File: config.mk
export PLATFORM = sky130hd
export DESIGN_NAME = xon_xoff_auto_flow_control
export DESIGN_NICKNAME = d
export VERILOG_FILES = /design/src/flow_ctl_pkg.sv /design/src/xon_xoff_auto_flow_control.sv
export VERILOG_INCLUDE_DIRS = /design/src
export SDC_FILE = /design/constraint.sdc
export NUM_CORES = 1
export LEC_CHECK = 0
export ABC_AREA = 1
export BUFFER_PORTS_ARGS = -buffer_cell sky130_fd_sc_hd__buf_2
export CAP_MARGIN = 15
export CELL_PAD_IN_SITES_DETAIL_PLACEMENT = 1
export CELL_PAD_IN_SITES_GLOBAL_PLACEMENT = 1
export CORE_MARGIN = 5
export CORE_UTILIZATION = 44
export DETAILED_ROUTE_END_ITERATION = 10
export PLACE_DENSITY = 0.95
export RECOVER_POWER = 25
export SLEW_MARGIN = 20
export SYNTH_ARGS = -nofsm -noshare
export SYNTH_HDL_FRONTEND = slang
export SYNTH_SLANG_ARGS = --single-unit
export TNS_END_PERCENT = 20
File: constraint.sdc
create_clock -name sys_clk -period 4.8 [get_ports sys_clk]
set_input_delay 0.24 -clock sys_clk [delete_from_list [all_inputs] [get_ports sys_clk]]
set_output_delay 0.24 -clock sys_clk [all_outputs]
set_load 0.02 [all_outputs]
File: src/flow_ctl_defines.svh
`ifndef FLOW_CTL_DEFINES_SVH
`define FLOW_CTL_DEFINES_SVH

// ------------------------------------------------------------
// Characters
// ------------------------------------------------------------
`define PAUSE_CHAR        7'h13
`define RESUME_CHAR       7'h11

// ------------------------------------------------------------
// Register word addresses
// ------------------------------------------------------------
`define LINE_CTL_BASE     4'h0
`define GLOBAL_CTL_ADDR   4'h8
`define STATUS_ADDR       4'h9

// ------------------------------------------------------------
// Field positions
// ------------------------------------------------------------
`define LC_RX_LEVEL_BIT   1
`define LC_TX_AUTO_BIT    4
`define LC_PAUSE_REQ_BIT  5
`define GC_SUPPRESS_BIT   0
`define GC_SOFT_RESET_BIT 1
`define ST_CRITICAL_BIT   8

// ------------------------------------------------------------
// Reset values and levels
// ------------------------------------------------------------
`define LINE_CTL_RESET    8'h00
`define ALLOW_RESET       8'hFF
`define CRIT_SET_LEVEL    9'h0C0
`define CRIT_CLEAR_LEVEL  9'h07F

// ------------------------------------------------------------
// Timing
// ------------------------------------------------------------
`define CLK_PERIOD_NS     10
`define DETECT_DELAY_US   350
`define DETECT_CYCLES     ((`DETECT_DELAY_US * 1000) / `CLK_PERIOD_NS)

`endif

File: src/flow_ctl_pkg.sv
package flow_ctl_pkg;

   typedef logic [7:0] chan_vec_t;
   typedef logic [7:0][7:0] line_ctl_arr_t;
   typedef logic [7:0][1:0] phase_arr_t;

   typedef struct packed {
      line_ctl_arr_t line_ctl;
      logic          suppress;
      chan_vec_t     allow;
      logic          crit;
      logic          crit_seen;
      chan_vec_t     rx_seen;
      chan_vec_t     level_paused;
      chan_vec_t     force_seen;
      chan_vec_t     extra_xoff;
      phase_arr_t    rx_phase;
      chan_vec_t     pend_xoff;
      chan_vec_t     pend_xon;
      logic [31:0]   tick_cnt;
      logic          ack;
      logic [31:0]   rdata;
      logic          tx_load;
      logic [2:0]    tx_chan;
      logic [7:0]    tx_char;
   } state_t;

endpackage : flow_ctl_pkg

File: src/xon_xoff_auto_flow_control.sv
`timescale 1ns/100ps
`include "flow_ctl_defines.svh"

// How it works
// - Pause is octal 023, resume octal 021, sent opposite the data flow.
// - Every channel has its own enable bit for each flow mode.
// - Received pause clears transmit_allow; data stops, generated codes still go.
// - Received resume sets transmit_allow again so data resumes.
// - Only error-free characters, parity bit stripped, are compared.
// - Transmit auto flow works only while line control bit 4 is set.
// - Flow characters enter the FIFO unless suppress_flow_char_report is set.
// - FIFO critical sends pause on enabled channels that supplied data.
// - Receive-level flow works only while line control bit 1 is set.
// - Disabling level flow after a pause still yields the matching resume.
// - Critical sets at 192 entries, clears at 127 entries.
// - Setting line control bit 5 sends pause on that channel.
// - While the request stays set, pause follows every second received char.
// - Clearing the request sends resume, when no other source holds pause.
// - Reset clears the software pause request on every channel.
// - Detection may lag up to 350 us; a short-lived cause sends nothing.
// - Both sources are ORed; resume only when both are inactive.
// - Setting the request sends pause even if level pause already sent.
// - Critical rising during the request sends pause on next received char.
module xon_xoff_auto_flow_control #(
   parameter int CHANNELS      = 8,
   parameter int DETECT_CYCLES = `DETECT_CYCLES
) (
   input  wire logic        sys_clk,
   input  wire logic        rst_n,
   input  wire logic [3:0]  avs_address,
   input  wire logic        avs_read,
   input  wire logic        avs_write,
   input  wire logic [31:0] avs_writedata,
   output logic      [31:0] avs_readdata,
   output logic             avs_waitrequest,
   input  wire logic        rx_valid,
   input  wire logic [2:0]  rx_chan,
   input  wire logic [7:0]  rx_char,
   input  wire logic        rx_error,
   output logic             fifo_push,
   output logic      [2:0]  fifo_chan,
   output logic      [7:0]  fifo_char,
   input  wire logic [8:0]  fifo_level,
   input  wire logic [7:0]  tx_idle,
   input  wire logic [7:0]  data_pending,
   input  wire logic [63:0] data_char,
   output logic      [7:0]  data_take,
   output logic             tx_load,
   output logic      [2:0]  tx_chan,
   output logic      [7:0]  tx_char,
   output logic      [7:0]  transmit_allow,
   output logic             receive_fifo_critical
);

   // ------------------------------------------------------------
   // Elaboration checks
   // ------------------------------------------------------------
   if (CHANNELS != 8)
   begin : g_chan_check
      $error("CHANNELS must be 8");
   end
   if (DETECT_CYCLES < 1)
   begin : g_tick_check
      $error("DETECT_CYCLES must be at least 1");
   end

   flow_ctl_pkg::state_t st_reg;
   flow_ctl_pkg::state_t st_next;

   logic       req;
   logic       rx_good;
   logic       rx_is_pause;
   logic       rx_is_resume;
   logic       tick;
   logic       tx_sel_found;
   logic [2:0] tx_sel;
   logic [7:0] tx_sel_char;
   logic [1:0] tx_sel_kind;

   assign req = avs_read | avs_write;
   // Answer one cycle after the request appears
   assign avs_waitrequest = req & ~st_reg.ack;
   assign avs_readdata = st_reg.rdata;
   assign transmit_allow = st_reg.allow;
   assign receive_fifo_critical = st_reg.crit;
   assign tx_load = st_reg.tx_load;
   assign tx_chan = st_reg.tx_chan;
   assign tx_char = st_reg.tx_char;

   // ------------------------------------------------------------
   // Receive classification
   // ------------------------------------------------------------
   assign rx_good = rx_valid & ~rx_error;
   assign rx_is_pause = rx_good & (rx_char[6:0] == `PAUSE_CHAR);
   assign rx_is_resume = rx_good & (rx_char[6:0] == `RESUME_CHAR);
   assign fifo_push = rx_valid
                      & ~(st_reg.suppress & (rx_is_pause | rx_is_resume));
   assign fifo_chan = rx_chan;
   assign fifo_char = rx_char;

   // Causes are sampled only on this tick, so a request that comes and
   // goes between two ticks never produces a pause.
   assign tick = (st_reg.tick_cnt == 32'(DETECT_CYCLES - 1));

   // ------------------------------------------------------------
   // Transmit selection: lowest idle channel with work wins
   // ------------------------------------------------------------
   always_comb
   begin
      tx_sel_found = 1'b0;
      tx_sel = 3'h0;
      tx_sel_char = 8'h00;
      tx_sel_kind = 2'h0;
      for (int c = 7; c >= 0; c--)
      begin
         if (tx_idle[c] & ~st_reg.tx_load)
         begin
            if (st_reg.pend_xoff[c])
            begin
               // Generated codes ignore transmit_allow
               tx_sel_found = 1'b1;
               tx_sel = 3'(c);
               tx_sel_char = {1'b0, `PAUSE_CHAR};
               tx_sel_kind = 2'h1;
            end
            else if (st_reg.pend_xon[c])
            begin
               tx_sel_found = 1'b1;
               tx_sel = 3'(c);
               tx_sel_char = {1'b0, `RESUME_CHAR};
               tx_sel_kind = 2'h2;
            end
            else if (data_pending[c]
                     & (st_reg.allow[c]
                        | ~st_reg.line_ctl[c][`LC_TX_AUTO_BIT]))
            begin
               tx_sel_found = 1'b1;
               tx_sel = 3'(c);
               tx_sel_char = data_char[c*8 +: 8];
               tx_sel_kind = 2'h3;
            end
         end
      end
   end

   always_comb
   begin
      data_take = 8'h00;
      if (tx_sel_found && tx_sel_kind == 2'h3)
      begin
         data_take[tx_sel] = 1'b1;
      end
   end

   // ------------------------------------------------------------
   // Next state
   // ------------------------------------------------------------
   always_comb
   begin
      logic       crit_rise;
      logic       level_src;
      logic       was_paused;
      logic       now_paused;
      logic       rx_here;
      logic [3:0] idx;
      crit_rise = 1'b0;
      level_src = 1'b0;
      was_paused = 1'b0;
      now_paused = 1'b0;
      rx_here = 1'b0;
      idx = 4'h0;
      st_next = st_reg;

      // Register bus
      st_next.ack = req & ~st_reg.ack;
      if (req & ~st_reg.ack & avs_read)
      begin
         st_next.rdata = 32'h0000_0000;
         if (avs_address < `GLOBAL_CTL_ADDR)
         begin
            idx = avs_address - `LINE_CTL_BASE;
            st_next.rdata[7:0] = st_reg.line_ctl[idx[2:0]];
         end
         else if (avs_address == `GLOBAL_CTL_ADDR)
         begin
            st_next.rdata[`GC_SUPPRESS_BIT] = st_reg.suppress;
         end
         else if (avs_address == `STATUS_ADDR)
         begin
            st_next.rdata[7:0] = st_reg.allow;
            st_next.rdata[`ST_CRITICAL_BIT] = st_reg.crit;
         end
      end
      if (req & ~st_reg.ack & avs_write)
      begin
         if (avs_address < `GLOBAL_CTL_ADDR)
         begin
            idx = avs_address - `LINE_CTL_BASE;
            st_next.line_ctl[idx[2:0]] = avs_writedata[7:0];
         end
         else if (avs_address == `GLOBAL_CTL_ADDR)
         begin
            st_next.suppress = avs_writedata[`GC_SUPPRESS_BIT];
            if (avs_writedata[`GC_SOFT_RESET_BIT])
            begin
               for (int c = 0; c < 8; c++)
               begin
                  st_next.line_ctl[c][`LC_PAUSE_REQ_BIT] = 1'b0;
               end
            end
         end
      end

      // FIFO level with hysteresis
      if (fifo_level >= `CRIT_SET_LEVEL)
      begin
         st_next.crit = 1'b1;
      end
      else if (fifo_level <= `CRIT_CLEAR_LEVEL)
      begin
         st_next.crit = 1'b0;
      end

      st_next.tick_cnt = tick ? 32'h0000_0000 : st_reg.tick_cnt + 32'h1;
      if (tick)
      begin
         st_next.crit_seen = st_reg.crit;
      end
      crit_rise = tick & st_reg.crit & ~st_reg.crit_seen;

      st_next.tx_load = tx_sel_found;
      st_next.tx_chan = tx_sel;
      st_next.tx_char = tx_sel_char;

      for (int c = 0; c < 8; c++)
      begin
         rx_here = rx_good & (rx_chan == 3'(c));

         // Received flow characters steer the transmitter
         if (rx_here & st_reg.line_ctl[c][`LC_TX_AUTO_BIT])
         begin
            if (rx_is_pause)
            begin
               st_next.allow[c] = 1'b0;
            end
            else if (rx_is_resume)
            begin
               st_next.allow[c] = 1'b1;
            end
         end

         // Codes leave the pending set when launched
         if (tx_sel_found && tx_sel == 3'(c) && tx_sel_kind == 2'h1)
         begin
            st_next.pend_xoff[c] = 1'b0;
         end
         if (tx_sel_found && tx_sel == 3'(c) && tx_sel_kind == 2'h2)
         begin
            st_next.pend_xon[c] = 1'b0;
         end

         if (rx_here)
         begin
            st_next.rx_seen[c] = 1'b1;
         end
         if (tick & ~st_reg.crit)
         begin
            st_next.rx_seen[c] = rx_here;
         end

         // Level source: only channels that supplied data
         level_src = st_reg.crit & st_reg.rx_seen[c]
                     & st_reg.line_ctl[c][`LC_RX_LEVEL_BIT];
         was_paused = st_reg.level_paused[c] | st_reg.force_seen[c];
         if (tick & level_src & ~st_reg.level_paused[c])
         begin
            st_next.level_paused[c] = 1'b1;
            st_next.pend_xoff[c] = 1'b1;
         end
         // Held until critical clears even if the enable is dropped
         if (tick & ~st_reg.crit)
         begin
            st_next.level_paused[c] = 1'b0;
         end

         // Software source
         if (tick)
         begin
            st_next.force_seen[c] = st_reg.line_ctl[c][`LC_PAUSE_REQ_BIT];
            if (st_reg.line_ctl[c][`LC_PAUSE_REQ_BIT]
                & ~st_reg.force_seen[c])
            begin
               st_next.pend_xoff[c] = 1'b1;
               st_next.rx_phase[c] = 2'h0;
            end
            if (crit_rise & st_reg.force_seen[c])
            begin
               st_next.extra_xoff[c] = 1'b1;
            end
         end
         if (rx_here & st_reg.force_seen[c])
         begin
            if (st_reg.rx_phase[c] == 2'h1 | st_reg.extra_xoff[c])
            begin
               st_next.pend_xoff[c] = 1'b1;
               st_next.extra_xoff[c] = 1'b0;
            end
            st_next.rx_phase[c] = (st_reg.rx_phase[c] == 2'h1)
                                  ? 2'h0 : 2'h1;
         end

         // Combined source decides resume
         now_paused = st_next.level_paused[c] | st_next.force_seen[c];
         if (was_paused & ~now_paused)
         begin
            st_next.pend_xon[c] = 1'b1;
            st_next.pend_xoff[c] = 1'b0;
            st_next.extra_xoff[c] = 1'b0;
         end
         if (now_paused)
         begin
            st_next.pend_xon[c] = 1'b0;
         end
      end
   end

   // ------------------------------------------------------------
   // State register
   // ------------------------------------------------------------
   always_ff @(posedge sys_clk or negedge rst_n)
   begin
      if (!rst_n)
      begin
         st_reg <= '0;
         // Line control reset clears every enable and pause request
         st_reg.line_ctl <= {8{`LINE_CTL_RESET}};
         st_reg.allow <= `ALLOW_RESET;
      end
      else
      begin
         st_reg <= st_next;
      end
   end

endmodule : xon_xoff_auto_flow_control

==> out/metrics.cfg <==
[outcome]
status = finished, violations left
violations = max-capacitance violations, max-slew violations

[final_layout]
multi_input_area_um2 = 4930
nFillCells = 3161
largest_reg_flops = 155
antenna_cells = 0
drive_above_1_share = 0.161
syn_to_final_growth_pct = 12.8
seqCellArea_um2 = 4640
fin_area_um2 = 12300
nets = 1718

[sta]
fin_skew_ns = 0.0144
drv_slew = 57
period_minus_slack_ns = 3.50
fmax_mhz = 286
worst_slew_pin_slew_ns = 1.62
tns_ns = 0
relSlewSlack = -0.0799
fin_crit_sh = 0.729
fin_ws_ns = 1.30
hold_viol = 0
setup_viol = 0
rsz0062_at_grt = false

[synthesis]
synth.distinct_cells = 58
synth_edf_count = 0
ys_warn_count = 0
synth_top_family_by_area = simple AND/OR/NAND/NOR gates
synth_most_common_cell = nand2_1
synth_compound_area_frac = 0.157
yosys-top-cells-area = dfrtp_1 (41%), nand2_1 (10%), inv_1 (7.1%), o21ai_0 (6.7%), nor2_1 (6.1%)
synth-simple-area-share = 0.266
synth_mux_area_frac = 0.00275
synth.cell_area_um2 = 10900
synth_common_cells = nand2_1 (297), inv_1 (207), dfrtp_1 (177), nor2_1 (177), o21ai_0 (146)
seq_area_frac_synth = 0.425
synthArstFlopShare = 1.00
synthFlopType = dfrtp_1
yosysTopAreaCell = dfrtp_1
synth_xor_area_frac = 0.0161
syn_area_per_cell_um2 = 7.49
synth-adder-area-share = 0.00115
ys_seq_elements = 185
synth_cells = 1456
synth_top_area_frac = 0.406

[die]
io_pins = 216
fp-row-count = 57
core_um2 = 24400
dieArea_um2 = 28000
die_x_um = 167
initial_core_util = 0.447
die_y_um = 167

[clocking]
cts_tree = built
clockRootBuffer = clkbuf_16
clk_latency_ns = 0.45
post-cts-setup-buffers = 0
path_clk_slew_ns = 0.09
cts_sinks = 185
cts.path.max_buffers = 2
htreeDepth = 4
cts_made_buffers = 17

[drt]
vias_per_cell = 5.67
wl_per_cell_um = 20.1
drc = 0
vias = 10800
first_pass_iters = 6
drtIter0Drc = 883
routed_wl_um = 38400
ant_nets = 0

[place]
gp_congestion = 0.909
place_area_um2 = 11600
io_buffers = 160
post-place-ws_ns = 1.86
post-dp-hpwl_um = 27300

[setup_path]
path_delay_family = simple AND/OR/NAND/NOR gates
path_class = register to primary output
cp.required_ns = 4.56
crit_path_top_delay_cell = nor3_1
arrival_ns = 3.26
start_kind = register
r2r_setup_slack_ns = 1.76
timing.critical_path.cells = inv_1 > o21ai_1 > nor2_1 > nor2_1 > inv_1 > nor2_4 > nand2_1 > inv_1 > nand2_2 > nor3_1 > inv_1 > nor2_1 > buf_2
endpoint = data_take[6]
crit_path_frequent_cell = inv_1
path_max_fanout = 7
cp.depth = 13
path_buf_inv = 5
critPathLaunch = st_reg[156]$_DFFE_PN0P_
rr_worst_depth = 13
cp-end-kind = primary output
crit-reg2reg-launch = st_reg[45]$_DFF_PN0_
r2r-end = st_reg[90]$_DFF_PN0_
cpPeakStageDelay_ns = 0.48

[grt]
grt_overflow = 0
grt_pass1_wl_um = 60800
antenna_found_initial = 0
grt_max_degree = 107
grtUsageTotal = 0.268
grt_pass1_vias = 11600

[power_and_ir_drop]
finalPower_w = 0.00473
power.density_nw_per_um2 = 384
p_leak_nw = 6.13
irDropWorstVdd_v = 0.000221

[flow_run]
cap_violations = 2

[hold_path]
hold_path.class = input port to register

area by class of cell:
class / count / area share
tap: 324 / 0.0330
multi-input combinational: 981 / 0.400
clock inverter: 14 / 0.0157
sequential: 185 / 0.377
inverter: 223 / 0.0682
timing repair buffer: 167 / 0.0700
clock buffer: 18 / 0.0357
layout by cell type (no fill, tap or decap), drive strengths merged, types with 3 or more instances in the layout:
master | Yosys | final
nand3 | 49 | 49
a211oi | 9 | 9
clkinv | 5 | 10
o221ai | 4 | 4
nor2 | 183 | 183
or2 | 4 | 4
nor3b | 3 | 3
a22oi | 7 | 7
nand2 | 308 | 308
mux2i | 3 | 3
a311oi | 3 | 3
buf | 69 | 153
a21oi | 43 | 43
dfrtp | 177 | 177
a221oi | 11 | 11
o21ai | 161 | 161
clkbuf | 20 | 30
dfstp | 8 | 8
a31oi | 8 | 8
o2111ai | 3 | 3
conb | 1 | 23
o211ai | 7 | 7
o21bai | 13 | 13
o31ai | 4 | 4
inv | 218 | 225
nor4 | 25 | 25
nand4 | 38 | 38
xor2 | 20 | 20
nor3 | 38 | 38
what timing repair did:
item,in CTS,in global routing
hold buffers,2,0
hold endpoints to repair,85,0
resized for setup,0,0
setup endpoints to repair,0,0
per-layer routing:
layer	up-vias	part of all wire	track usage
met3	124	0.059	0.0563
li1	4912	-	-
met1	5341	0.40	0.321
met5	-	0	0
met2	456	0.50	0.461
met4	0	0.044	0.126
metrics by stage:
| stage | std cells | util | hold WS [ns] |
|---|---|---|---|
| 2_1_floorplan | 1478 | - | -0.0556 |
| 3_3_place_gp | 1877 | 0.478 | 0.428 |
| 3_5_place_dp | 1877 | 0.478 | 0.441 |
| 4_1_cts | 1911 | 0.504 | 0.00559 |
| 5_1_grt | 1912 | 0.504 | 0.0178 |
| 6_report | 1912 | 0.504 | 0.0118 |
tightest hold or removal path: stages:
cell and delay [ns]:
buf_2 0.08, a22oi_1 0.06, nand2_1 0.06
worst min path at each step:
stage | startpoint | to | slack, ns | cells after the start
detailed placement | rst_n | st_reg[44]$_DFF_PN0_ | 0.44 | 1
global placement | rst_n | st_reg[44]$_DFF_PN0_ | 0.43 | 1
finish | data_char[10] | tx_char[2]$_DFF_PN0_ | 0.01 | 3
CTS | fifo_level[6] | receive_fifo_critical$_DFFE_PN0P_ | 0.006 | 3
global route | data_char[15] | tx_char[7]$_DFF_PN0_ | 0.02 | 3
floorplan | rst_n | avs_readdata[0]$_DFFE_PN0P_ | -0.06 | 0
logic make-up (layout without fill, tap and decap cells):
| kind of cell | after synthesis | count (layout) |
|---|---|---|
| fa+ha+maj | 1 | 1 |
| compound gates | 283 | 283 |
| buf+inv | 312 | 422 |
| mux | 3 | 3 |
| other cells | 1 | 23 |
| flops | 185 | 185 |
| simple gates | 651 | 651 |
| xor+xnor | 20 | 20 |
power breakdown:
part | switching, W | leakage, nW | internal (W)
Clock | 0.000749 | 0.305 | 0.000773
Combinational | 0.000903 | 3.46 | 0.000379
Sequential | 0.000163 | 2.37 | 0.00176
(Power assumes the default switching activity.)
